--- config.mk ---
export PLATFORM = sky130hd
export DESIGN_NAME = ir_carrier_modulation_timer
export DESIGN_NICKNAME = d
export VERILOG_FILES = /design/src/ir_timer_pkg.sv /design/src/ir_carrier_modulation_timer.sv
export SDC_FILE = /design/constraint.sdc
export NUM_CORES = 1
export LEC_CHECK = 0
export BUFFER_PORTS_ARGS = -buffer_cell sky130_fd_sc_hd__buf_2
export CAP_MARGIN = 20
export CORE_MARGIN = 3
export CORE_UTILIZATION = 59
export CTS_CLUSTER_DIAMETER = 80
export DETAILED_ROUTE_END_ITERATION = 10
export PLACE_DENSITY_LB_ADDON = 0.25
export SLEW_MARGIN = 20
export SYNTH_ARGS = -nofsm -noshare
export SYNTH_HDL_FRONTEND = slang
export SYNTH_SLANG_ARGS = --single-unit
--- constraint.sdc ---
create_clock -name clk_in -period 2.9 [get_ports clk_in]
set_input_delay 0.29 -clock clk_in [delete_from_list [all_inputs] [get_ports clk_in]]
set_output_delay 0.29 -clock clk_in [all_outputs]
set_load 0.005 [all_outputs]
--- src/ir_timer_pkg.sv ---
/*
 * constants for the infrared carrier and modulation timer: register byte
 * offsets, control field positions, reset values and small encodings.
 * assumes a 32-bit byte-addressed ahb-lite register window.
 */
package ir_timer_pkg;

   // ------------------------------------------------------------------
   // register byte offsets
   // ------------------------------------------------------------------
   localparam logic [7:0] ctrl_offset      = 8'h00;
   localparam logic [7:0] carrier_offset   = 8'h04;
   localparam logic [7:0] modtime_offset   = 8'h08;
   localparam logic [7:0] counter_offset   = 8'h0C;
   localparam logic [7:0] status_offset    = 8'h10;
   localparam logic [7:0] mask_offset      = 8'h14;
   localparam logic [7:0] power_offset     = 8'h18;

   // ------------------------------------------------------------------
   // control register field positions
   // ------------------------------------------------------------------
   localparam int enable_bit      = 0;
   localparam int tx_mode_bit     = 1;
   localparam int clk_sel_bit     = 2;
   localparam int polarity_bit    = 3;
   localparam int data_bit        = 4;
   localparam int reload_bit      = 5;
   localparam int burst_bit       = 6;
   localparam int div_lsb         = 7;
   localparam int edge_lsb        = 9;
   localparam int env_lsb         = 11;
   localparam int ctrl_width      = 13;

   // power control register bits
   localparam int manual_level_bit = 0;
   localparam int manual_oe_bit    = 1;

   // status and mask bits
   localparam int interval_flag_bit = 0;
   localparam int overflow_flag_bit = 1;

   // ------------------------------------------------------------------
   // reset values and encodings
   // ------------------------------------------------------------------
   localparam logic [ctrl_width-1:0] ctrl_reset    = 13'h0000;
   localparam logic [15:0]           carrier_reset = 16'h0000;
   localparam logic [15:0]           modtime_reset = 16'h0000;
   localparam logic [15:0]           count_max     = 16'hFFFF;
   localparam logic [1:0]            env_modulated = 2'h1;
   localparam logic [1:0]            env_carrier   = 2'h2;
   localparam logic [1:0]            edge_falling  = 2'h0;
   localparam logic [1:0]            edge_rising   = 2'h1;
   localparam logic [1:0]            space_periods = 2'h2;
   localparam logic [1:0]            htrans_nonseq = 2'h2;

endpackage

--- src/ir_carrier_modulation_timer.sv ---
/*
 * infrared carrier generation and modulation timer with an ahb-lite
 * register slave, one level interrupt and receive edge capture.
 * assumes one clock, synchronous active-low reset, the receive pin
 * asynchronous to clk_in, and a single ahb-lite master.
 */
// Decided for this implementation: the placing of the registers and the AHB-Lite interface to the registers.
`timescale 1ns/1ps
`default_nettype none

module ir_carrier_modulation_timer
   import ir_timer_pkg::*;
(
   // clock and reset
   input  wire logic        clk_in,
   input  wire logic        rstn_in,
   // ahb-lite slave
   input  wire logic        hsel_in,
   input  wire logic [7:0]  haddr_in,
   input  wire logic [1:0]  htrans_in,
   input  wire logic        hwrite_in,
   input  wire logic [2:0]  hsize_in,
   input  wire logic [31:0] hwdata_in,
   input  wire logic        hready_in,
   output logic             hreadyout_out,
   output logic             hresp_out,
   output logic [31:0]      hrdata_out,
   // infrared pins
   input  wire logic        ir_receive_pin_in,
   output logic             ir_transmit_pin_out,
   output logic             ir_transmit_pin_oe_out,
   output logic             envelope_output_pin_out,
   // interrupt
   output logic             irq_out
);

   // ------------------------------------------------------------------
   // registers
   // ------------------------------------------------------------------
   logic [ctrl_width-1:0] ctrl_reg;
   logic [15:0]           carrier_timing_register_reg;
   logic [15:0]           modulator_time_register_reg;
   logic [15:0]           interval_counter_reg;
   logic [1:0]            status_reg;
   logic [1:0]            mask_reg;
   logic [1:0]            power_control_register_reg;
   logic [7:0]            addr_reg;
   logic                  wr_pending_reg;
   logic [31:0]           rdata_reg;

   // transmit state
   logic [15:0] carrier_latched_reg;
   logic        data_latched_reg;
   logic        pol_latched_reg;
   logic        tx_active_reg;
   logic        start_seen_reg;
   logic [7:0]  prescale_reg;
   logic [7:0]  phase_count_reg;
   logic        carrier_high_reg;
   logic        tx_pin_reg;
   logic        env_pin_reg;

   // receive state
   logic [2:0]  rx_sync_reg;
   logic        rx_level_reg;
   logic        rx_started_reg;
   logic [1:0]  space_count_reg;
   logic        space_flagged_reg;

   // ------------------------------------------------------------------
   // control decode
   // ------------------------------------------------------------------
   logic       ir_timer_enable;
   logic       transmit_mode_select;
   logic       counter_clock_select;
   logic       tx_polarity;
   logic       modulation_data_bit;
   logic       receive_count_reload;
   logic       burst_count_mode;
   logic [1:0] input_clock_divider;
   logic [1:0] receive_edge_select;
   logic [1:0] envelope_mode_field;

   assign ir_timer_enable      = ctrl_reg[enable_bit];
   assign transmit_mode_select = ctrl_reg[tx_mode_bit];
   assign counter_clock_select = ctrl_reg[clk_sel_bit];
   assign tx_polarity          = ctrl_reg[polarity_bit];
   assign modulation_data_bit  = ctrl_reg[data_bit];
   assign receive_count_reload = ctrl_reg[reload_bit];
   assign burst_count_mode     = ctrl_reg[burst_bit];
   assign input_clock_divider  = ctrl_reg[div_lsb+1:div_lsb];
   assign receive_edge_select  = ctrl_reg[edge_lsb+1:edge_lsb];
   assign envelope_mode_field  = ctrl_reg[env_lsb+1:env_lsb];

   logic tx_run;
   logic rx_run;
   logic tx_start;
   assign tx_run   = ir_timer_enable & transmit_mode_select;
   assign rx_run   = ir_timer_enable & ~transmit_mode_select;
   assign tx_start = tx_run & ~start_seen_reg;

   // ------------------------------------------------------------------
   // ahb-lite slave
   // ------------------------------------------------------------------
   logic addr_phase;
   logic wr_now;
   logic [31:0] rd_mux;
   assign addr_phase    = hsel_in & htrans_in[1] & hready_in;
   assign wr_now        = wr_pending_reg;
   assign hreadyout_out = 1'b1;
   assign hresp_out     = 1'b0;
   assign hrdata_out    = rdata_reg;

   always_comb begin
      rd_mux = 32'h0000_0000;
      case (haddr_in)
         ctrl_offset:    rd_mux[ctrl_width-1:0] = ctrl_reg;
         carrier_offset: rd_mux[15:0] = carrier_timing_register_reg;
         modtime_offset: rd_mux[15:0] = modulator_time_register_reg;
         counter_offset: rd_mux[15:0] = interval_counter_reg;
         status_offset:  rd_mux[1:0]  = status_reg;
         mask_offset:    rd_mux[1:0]  = mask_reg;
         power_offset:   rd_mux[1:0]  = power_control_register_reg;
         default:        rd_mux = 32'h0000_0000;
      endcase
   end

   always_ff @(posedge clk_in) begin
      if (!rstn_in) begin
         addr_reg       <= 8'h00;
         wr_pending_reg <= 1'b0;
         rdata_reg      <= 32'h0000_0000;
      end else begin
         wr_pending_reg <= addr_phase & hwrite_in;
         if (addr_phase) begin
            addr_reg <= haddr_in;
         end
         if (addr_phase & ~hwrite_in) begin
            rdata_reg <= rd_mux;
         end
      end
   end

   // ------------------------------------------------------------------
   // ir input clock and carrier generator
   // ------------------------------------------------------------------
   logic [7:0] div_mask;
   logic       irclk_tick;
   logic [7:0] high_len;
   logic [7:0] low_len;
   logic       carrier_tick;
   assign div_mask   = 8'((8'h01 << input_clock_divider) - 8'h01);
   assign irclk_tick = (prescale_reg & div_mask) == div_mask;
   assign high_len   = tx_run ? carrier_latched_reg[15:8] : carrier_timing_register_reg[15:8];
   assign low_len    = tx_run ? carrier_latched_reg[7:0] : carrier_timing_register_reg[7:0];
   assign carrier_tick = irclk_tick & ~carrier_high_reg & (phase_count_reg == low_len);

   always_ff @(posedge clk_in) begin
      if (!rstn_in || !ir_timer_enable || tx_start) begin
         prescale_reg     <= 8'h00;
         phase_count_reg  <= 8'h00;
         carrier_high_reg <= 1'b1;
      end else begin
         prescale_reg <= prescale_reg + 8'h01;
         if (irclk_tick) begin
            if (carrier_high_reg && phase_count_reg == high_len) begin
               carrier_high_reg <= 1'b0;
               phase_count_reg  <= 8'h00;
            end else if (!carrier_high_reg && phase_count_reg == low_len) begin
               carrier_high_reg <= 1'b1;
               phase_count_reg  <= 8'h00;
            end else begin
               phase_count_reg <= phase_count_reg + 8'h01;
            end
         end
      end
   end

   logic count_tick;
   assign count_tick = counter_clock_select ? irclk_tick : carrier_tick;

   // ------------------------------------------------------------------
   // receive pin synchroniser and edge qualification
   // ------------------------------------------------------------------
   logic rx_change;
   logic rx_rise;
   logic rx_fall;
   logic qual_edge;
   assign rx_change = (rx_sync_reg[1] == rx_sync_reg[2]) && (rx_sync_reg[2] != rx_level_reg);
   assign rx_rise   = rx_change & rx_sync_reg[2];
   assign rx_fall   = rx_change & ~rx_sync_reg[2];

   always_comb begin
      case (receive_edge_select)
         edge_falling: qual_edge = rx_fall;
         edge_rising:  qual_edge = rx_rise;
         default:      qual_edge = rx_change;
      endcase
   end

   always_ff @(posedge clk_in) begin
      if (!rstn_in) begin
         rx_sync_reg  <= 3'h0;
         rx_level_reg <= 1'b0;
      end else begin
         rx_sync_reg <= {rx_sync_reg[1:0], ir_receive_pin_in};
         if (rx_sync_reg[1] == rx_sync_reg[2]) begin
            rx_level_reg <= rx_sync_reg[2];
         end
      end
   end

   // ------------------------------------------------------------------
   // interval counter, boundaries and receive capture
   // ------------------------------------------------------------------
   logic boundary;
   logic rx_capture;
   logic rx_overflow;
   logic space_detect;
   assign boundary    = tx_run & start_seen_reg & count_tick & (interval_counter_reg == 16'h0000);
   assign rx_capture  = rx_run & rx_started_reg & qual_edge;
   assign rx_overflow = rx_run & rx_started_reg & ~qual_edge & count_tick
                        & (interval_counter_reg == count_max);
   assign space_detect = rx_run & burst_count_mode & rx_started_reg & ~space_flagged_reg
                         & carrier_tick & (space_count_reg == space_periods - 2'h1);

   always_ff @(posedge clk_in) begin
      if (!rstn_in) begin
         start_seen_reg <= 1'b0;
         tx_active_reg  <= 1'b0;
      end else begin
         start_seen_reg <= tx_run;
         tx_active_reg  <= tx_run;
      end
   end

   always_ff @(posedge clk_in) begin
      if (!rstn_in) begin
         interval_counter_reg <= 16'h0000;
         rx_started_reg       <= 1'b0;
      end else if (tx_start) begin
         interval_counter_reg <= modulator_time_register_reg;
         rx_started_reg       <= 1'b0;
      end else if (tx_run) begin
         if (boundary) begin
            interval_counter_reg <= modulator_time_register_reg;
         end else if (count_tick) begin
            interval_counter_reg <= interval_counter_reg - 16'h0001;
         end
      end else if (rx_run) begin
         if (!rx_started_reg) begin
            if (qual_edge) begin
               rx_started_reg       <= 1'b1;
               interval_counter_reg <= 16'h0000;
            end
         end else if (qual_edge && receive_count_reload) begin
            interval_counter_reg <= 16'h0000;
         end else if (count_tick) begin
            interval_counter_reg <= interval_counter_reg + 16'h0001;
         end
      end else begin
         rx_started_reg <= 1'b0;
      end
   end

   // space detection in burst mode counts carrier periods since the last edge
   always_ff @(posedge clk_in) begin
      if (!rstn_in || !rx_run || qual_edge) begin
         space_count_reg   <= 2'h0;
         space_flagged_reg <= 1'b0;
      end else if (carrier_tick) begin
         if (space_count_reg == space_periods - 2'h1) begin
            space_flagged_reg <= 1'b1;
         end else begin
            space_count_reg <= space_count_reg + 2'h1;
         end
      end
   end

   // ------------------------------------------------------------------
   // transmit latching and pins
   // ------------------------------------------------------------------
   always_ff @(posedge clk_in) begin
      if (!rstn_in) begin
         carrier_latched_reg <= carrier_reset;
         data_latched_reg    <= 1'b0;
         pol_latched_reg     <= 1'b0;
      end else if (tx_start || boundary) begin
         carrier_latched_reg <= carrier_timing_register_reg;
         data_latched_reg    <= modulation_data_bit;
         pol_latched_reg     <= tx_polarity;
      end
   end

   logic carrier_wave;
   logic tx_level;
   assign carrier_wave = carrier_high_reg ^ pol_latched_reg;

   always_comb begin
      if (!tx_active_reg) begin
         tx_level = tx_polarity;
      end else if (envelope_mode_field == env_carrier) begin
         tx_level = carrier_wave;
      end else begin
         tx_level = data_latched_reg ? carrier_wave : pol_latched_reg;
      end
   end

   always_ff @(posedge clk_in) begin
      if (!rstn_in) begin
         tx_pin_reg  <= 1'b0;
         env_pin_reg <= 1'b0;
      end else begin
         if (!ir_timer_enable) begin
            tx_pin_reg <= power_control_register_reg[manual_level_bit];
         end else begin
            tx_pin_reg <= tx_level;
         end
         if (tx_start || boundary) begin
            env_pin_reg <= modulation_data_bit ^ tx_polarity;
         end
      end
   end

   assign ir_transmit_pin_out     = tx_pin_reg;
   assign ir_transmit_pin_oe_out  = ir_timer_enable
                                    | power_control_register_reg[manual_oe_bit];
   assign envelope_output_pin_out = env_pin_reg;

   // ------------------------------------------------------------------
   // software registers (hardware update has priority)
   // ------------------------------------------------------------------
   always_ff @(posedge clk_in) begin
      if (!rstn_in) begin
         ctrl_reg                    <= ctrl_reset;
         carrier_timing_register_reg <= carrier_reset;
         mask_reg                    <= 2'h0;
         power_control_register_reg  <= 2'h0;
      end else begin
         if (wr_now) begin
            case (addr_reg)
               ctrl_offset:    ctrl_reg <= hwdata_in[ctrl_width-1:0];
               carrier_offset: carrier_timing_register_reg <= hwdata_in[15:0];
               mask_offset:    mask_reg <= hwdata_in[1:0];
               power_offset:   power_control_register_reg <= hwdata_in[1:0];
               default:        ;
            endcase
         end
         if (rx_capture && !burst_count_mode) begin
            ctrl_reg[data_bit] <= rx_rise;
         end
      end
   end

   always_ff @(posedge clk_in) begin
      if (!rstn_in) begin
         modulator_time_register_reg <= modtime_reset;
      end else if (rx_capture && burst_count_mode) begin
         modulator_time_register_reg <= modulator_time_register_reg + 16'h0001;
      end else if (rx_capture) begin
         modulator_time_register_reg <= interval_counter_reg;
      end else if (wr_now && addr_reg == modtime_offset) begin
         modulator_time_register_reg <= hwdata_in[15:0];
      end
   end

   // ------------------------------------------------------------------
   // status flags and interrupt
   // ------------------------------------------------------------------
   logic [1:0] flag_set;
   logic [1:0] flag_clr;
   assign flag_set[interval_flag_bit] = boundary | (rx_capture & ~burst_count_mode) | space_detect;
   assign flag_set[overflow_flag_bit] = rx_overflow;
   assign flag_clr = (wr_now && addr_reg == status_offset) ? hwdata_in[1:0] : 2'h0;

   always_ff @(posedge clk_in) begin
      if (!rstn_in) begin
         status_reg <= 2'h0;
      end else begin
         status_reg <= (status_reg & ~flag_clr) | flag_set;
      end
   end

   assign irq_out = |(status_reg & mask_reg);

endmodule

`default_nettype wire

# [After elaboration in Yosys (flattened, before gate mapping)]
# Cells that the tools add are included.
[op_classes] add_sub_neg=7 multipliers=0 div_mod_pow=0 order_cmp=0 eq_ne=22 n_shift=1 n_mux=34 n_bitwise=45 reduce_logical=39
[ops] operator="$mux W16" count=12
[ops] operator="$eq A8 B5 Y1 const B" count=6
[ops] operator="$pmux W11 S4" count=1
[ops] operator="$add A16 B1 Y16 const B" count=2
[ops] operator="$mux W8" count=4
[ops] operator="$and A1 B1 Y1" count=25
[ops] operator="$eq A8 B4 Y1 const B" count=3
[ops] operator="$eq A8 B8 Y1" count=3
[ops] operator="$add A8 B1 Y8 const B" count=2
[ops] operator="$eq A16 B16 Y1 const B" count=1
[ops] operator="$eq A8 B3 Y1 const B" count=2
[ops] operator="$logic_not A16 Y1" count=1
[ops] operator="$logic_not A8 Y1" count=2
[ops] operator="$reduce_and A2 Y1" count=8
[ops] operator="$sub A16 B1 Y16 const B" count=1
[ops] operator="$pmux W2 S7" count=1
[ops] operator="$mux W1" count=11
[ops] operator="$mux W5" count=2
[ops] operator="$not A1 Y1" count=10
[ops] operator="$pmux W3 S3" count=1
[ops] operator="$and A8 B8 Y8" count=1
[ops] operator="$logic_and A1 B1 Y1" count=8
[ops] operator="$shl A1 B2 Y8 const A" count=1
[ops] operator="$sub A8 B1 Y8 const B" count=1
[ops] operator="22 further kinds" count=39
[word_totals] regBits=138 latchBits=0 ramBits=0 rom_bits=0 out_inout_bits=38 word_cells=173 memories=0

# [Logic depth before layout (Yosys ltp)]
[depth] ltp_word=13 depth_mapped=12 mapped_depth_nobuf=10

# [Worst setup path after synthesis]
# Ideal clock, no wire load.
[synth_path] path_kind="register to register" start="register ctrl_reg[7]" end="register interval_counter_reg[13]" arrival_ns=2.449 setup_slack_ns=0.360 path_stages_with_launch=10 n_path_buf=1 path_cell_list="dfxtp_1 or2_2 ha_1 and3_1 a2111oi_4 nand4_1 a31oi_1 buf_2 o22ai_1 a311oi_1"
[synth_between] elab_chain_len=12
[synth_rtl] item="from (decl)" line_no="ir_carrier_modulation_timer.sv:40" source="logic [ctrl_width-1:0] ctrl_reg;"
[synth_rtl] item="from (signal assigned)" line_no="ir_carrier_modulation_timer.sv:335" source="ctrl_reg <= ctrl_reset;"
[synth_rtl] item="from (signal assigned)" line_no="ir_carrier_modulation_timer.sv:342" source="ctrl_offset: ctrl_reg <= hwdata_in[ctrl_width-1:0];"
[synth_rtl] item="from (signal, indexed assignment)" line_no="ir_carrier_modulation_timer.sv:350" source="ctrl_reg[data_bit] <= rx_rise;"
[synth_rtl] item="$shl A1 B2 Y8 *" line_no="ir_carrier_modulation_timer.sv:152" source="assign div_mask = 8'((8'h01 << input_clock_divider) - 8'h01);"
[synth_rtl] item="$sub A8 B1 Y8 *" line_no="ir_carrier_modulation_timer.sv:152"
[synth_rtl] item="$and A8 B8 Y8" line_no="ir_carrier_modulation_timer.sv:153" source="assign irclk_tick = (prescale_reg & div_mask) == div_mask;"
[synth_rtl] item="$eq A8 B8 Y1 *" line_no="ir_carrier_modulation_timer.sv:153"
[synth_rtl] item="$and A1 B1 Y1 (2 in series)" line_no="ir_carrier_modulation_timer.sv:156" source="assign carrier_tick = irclk_tick & ~carrier_high_reg & (phase_count_reg == low_len);"
[synth_rtl] item="$mux W1 *" line_no="ir_carrier_modulation_timer.sv:180" source="assign count_tick = counter_clock_select ? irclk_tick : carrier_tick;"
[synth_rtl] item="$and A1 B1 Y1 (2 in series)" line_no="ir_carrier_modulation_timer.sv:220" source="assign boundary = tx_run & start_seen_reg & count_tick & (interval_counter_reg == 16'h0000);"
[synth_rtl] item="$mux W16" line_no="ir_carrier_modulation_timer.sv:245" source="if (boundary) begin"
[synth_rtl] item="$mux W16" line_no="ir_carrier_modulation_timer.sv:244" source="end else if (tx_run) begin"
[synth_rtl] item="$mux W16" line_no="ir_carrier_modulation_timer.sv:241" source="end else if (tx_start) begin"
[synth_rtl] item="to (signal assigned)" line_no="ir_carrier_modulation_timer.sv:242" source="interval_counter_reg <= modulator_time_register_reg;"
[synth_rtl] item="to (signal assigned)" line_no="ir_carrier_modulation_timer.sv:246" source="interval_counter_reg <= modulator_time_register_reg;"
[synth_rtl] item="to (signal assigned)" line_no="ir_carrier_modulation_timer.sv:248" source="interval_counter_reg <= interval_counter_reg - 16'h0001;"
[synth_rtl] item="to (decl)" line_no="ir_carrier_modulation_timer.sv:43" source="logic [15:0] interval_counter_reg;"
# Mark *: on every way between the ends. The rest lies on a longest branch, timed or not.
# A chain may end at the register's enable or synchronous reset.

# [Worst setup path in the final report]
[layout_path] start="register ctrl_reg[7]" end="register phase_count_reg[3]"
[layout_between] elab_chain_len=4
[layout_rtl] item="$shl A1 B2 Y8 *" line_no="ir_carrier_modulation_timer.sv:152"
[layout_rtl] item="$sub A8 B1 Y8 *" line_no="ir_carrier_modulation_timer.sv:152"
[layout_rtl] item="$and A8 B8 Y8" line_no="ir_carrier_modulation_timer.sv:153"
[layout_rtl] item="$eq A8 B8 Y1 *" line_no="ir_carrier_modulation_timer.sv:153"
[layout_rtl] item="to (signal assigned)" line_no="ir_carrier_modulation_timer.sv:173" source="phase_count_reg <= phase_count_reg + 8'h01;"
[layout_rtl] item="to (decl)" line_no="ir_carrier_modulation_timer.sv:58" source="logic [7:0] phase_count_reg;"
# Marked as above.

==> metrics.yaml <==
status: "completed"
p_int_mw: 3.21
tightest_slew_ns: 0.809
fin_crit_ns: 2.73
grt_max_degree: 77
core_area_um2: 12800
ant_nets: 0
clkTransAtPathRegs_ns: 0.06
clock_skew_ns: 0.00723
layout-drive-gt1-share_pct: 15.1
synth_compound_area_share_pct: 19.1
grt_first_pass_wirelength_um: 38400
arrival_ns: 3.03
ir_drop_mv: 0.377
routed_wl_um: 24300
n_fill_cell: 1098
synth_edf_count: 0
fp.dieW_um: 122
clock_latency_ns: 0.43
portBuffers: 50
ys_types: 65
critPathLaunchType: "register"
syn_to_final_growth_pct: 12.8
slowest_stage: "or4_1"
gp_congestion: 1.00
synth_adder_area_share_pct: 1.27
syn_area_per_cell_um2: 7.94
switching_share_pct: 23.0
power_frac_seq_pct: 46.0
powerDensity_nw_per_um2: 469
wl_per_cell_um: 20.1
ys_ff_latch: 138
fin_ws_ns: 0.170
num_rows: 41
hp-class: "in -> reg"
cts.sinks: 138
drv_cap: 0
drt_iter0_drc: 838
grt_overflow: 0
drt-vias-per-instance: 6.40
cp_top_family: "simple AND/OR/NAND/NOR gates"
synthMuxAreaShare_pct: 7.77
antenna_found_initial: 0
syn_inst: 991
clk_path_buf_depth: 2
cts_root_buf: "clkbuf_16"
dieArea_um2: 14800
cp_cell_sequence: "or2_2, ha_1, o22ai_1, a2111oi_4, buf_4, nand4_1, or4_1, nand3_1, nor2_1"
h-tree-depth: 4
grt_pass1_vias: 7113
path_class: "reg -> reg"
path_buf_inv: 1
place_inst: 1178
cts_buffers: 17
hold_ws_ns: 0.0698
critPathRequiredTime_ns: 3.20
yosys_warnings: 0
final_nets: 1086
drt_drc_violations_left: 0
finalSetupTns_ns: 0
dr.pass1.iters: 9
cp_max_fo: 8
end_kind: "register"
synth_top_family_by_area: "simple AND/OR/NAND/NOR gates"
ys.flop_type: "dfxtp_1"
antennaDiodeCount: 0
p_sw_mw: 0.958
fin_cells: 1211
leakage_nw: 3.41
ys_async_sr_fraction_pct: 0
syn-cell-area_um2: 7870
cts_hold_buf: 0
fmax_mhz: 366
final_area_um2: 8880
timing.final.crit_share_pct: 94.1
dp_slack_ns: 0.0708
yosys.area_share.simple_pct: 24.6
ys_seq_area_share_pct: 35.1
via_count: 7745
hold_violations: 0
cts_tree: "yes"
grtUsageTotal_pct: 33.5
rsz0062_at_grt: "no"
placed_area_um2: 8300
setup-violations-final: 0
pwr-share-comb_pct: 4.4
die_h_um: 122
slew_headroom_pct: 46.1
max_stage_delay_ns: 0.56
synth_xor_area_share_pct: 5.45
mostFrequentLayoutCells: "dfxtp_1 (138), nand2_1 (130), a21oi_1 (100)"
slew_viol_final: 0
hpwl_um: 16900
p_clk_share_pct: 49.6
start_util_pct: 61.4
io_pins: 89
layout_commonest_cell: "dfxtp_1"
[final cells by class]
cell class                 instances  area, um2  area share (%)
sequential                       138       2760            31.1
clock buffer                      20        467            5.26
inverter                          15       56.3           0.634
multi-input combinational        758       4660            52.4
clock inverter                    11       96.3            1.08
timing repair buffer              97        628            7.07
tap                              172        215            2.42
[final timing paths]
| check | start | to | depth (start not counted) | slack (ns) |
|---|---|---|---|---|
| setup / recovery | ctrl_reg[7] | phase_count_reg[3] | 9 | 0.17 |
| hold / removal | ir_receive_pin_in | rx_sync_reg[0] | 2 | 0.07 |
| setup reg to reg | ctrl_reg[7] | phase_count_reg[3] | 9 | 0.17 |
| hold reg to reg | rx_sync_reg[0] | rx_sync_reg[1] | 1 | 0.44 |
[synthesized netlist by cell type, types with 8 or more instances]
cell type / number / area share, %
nand3_1: 47 / 3.0
ha_1: 8 / 1.3
a21oi_1: 100 / 6.4
mux2i_1: 42 / 5.3
a31oi_1: 11 / 0.87
nor2_1: 84 / 4.0
clkbuf_1: 60 / 2.9
inv_1: 13 / 0.62
nand2_1: 130 / 6.2
a311oi_1: 8 / 0.89
a221oi_1: 8 / 0.89
buf_4: 18 / 1.7
nor3_1: 13 / 0.83
and2_1: 14 / 1.1
o21ai_0: 40 / 2.5
dfxtp_1: 138 / 35
nand2b_1: 12 / 0.95
xor2_1: 23 / 2.6
nand4_1: 13 / 1.0
and4_1: 8 / 0.89
o22ai_1: 15 / 1.2
buf_2: 12 / 0.76
o211ai_1: 13 / 1.2
and3_1: 31 / 2.5
xnor2_1: 26 / 2.9
[power groups by stage]
| stage | combinational [mW] | sequential (mW) | clock [mW] |
|---|---|---|---|
| 5_1_grt | 0.198 | 1.92 | 2.15 |
| 2_1_floorplan | 0.116 | 1.96 | 0 |
| 3_3_place_gp | 0.172 | 1.96 | 0 |
| 6_report | 0.184 | 1.92 | 2.06 |
| 3_5_place_dp | 0.173 | 1.96 | 0 |
| 4_1_cts | 0.175 | 1.92 | 2.07 |
[logic make-up (layout without fill, tap and decap cells)]
logic type	after synthesis	count (layout)
AOI/OAI and AO/OA	241	241
xor gates and xnor gates	49	49
adders and majority gates	8	8
buffers and inverters	111	143
DFF	138	138
muxes	52	52
other	2	18
and+or+nand+nor	390	390
[metrics by stage]
stage	total power, mW	util [%]
detailed placement	2.13	64.7
global placement	2.13	64.7
floorplan	2.07	-
global route	4.26	69.2
finish	4.16	69.2
CTS	4.16	69.1
[per-layer routing]
layer	vias up	share of wire, %	GRT usage (%)
li1	3566	-	-
met1	3607	41	46.0
met2	473	42	49.6
met3	99	13	9.93
met4	0	4.4	13.2
met5	-	0	0
[timing repair]
item | CTS | global route
setup endpoints to repair | 0 | 29
gates resized for setup | 0 | 1
setup buffers | 0 | 2
No activity file was read; power rests on OpenSTA's default activity.
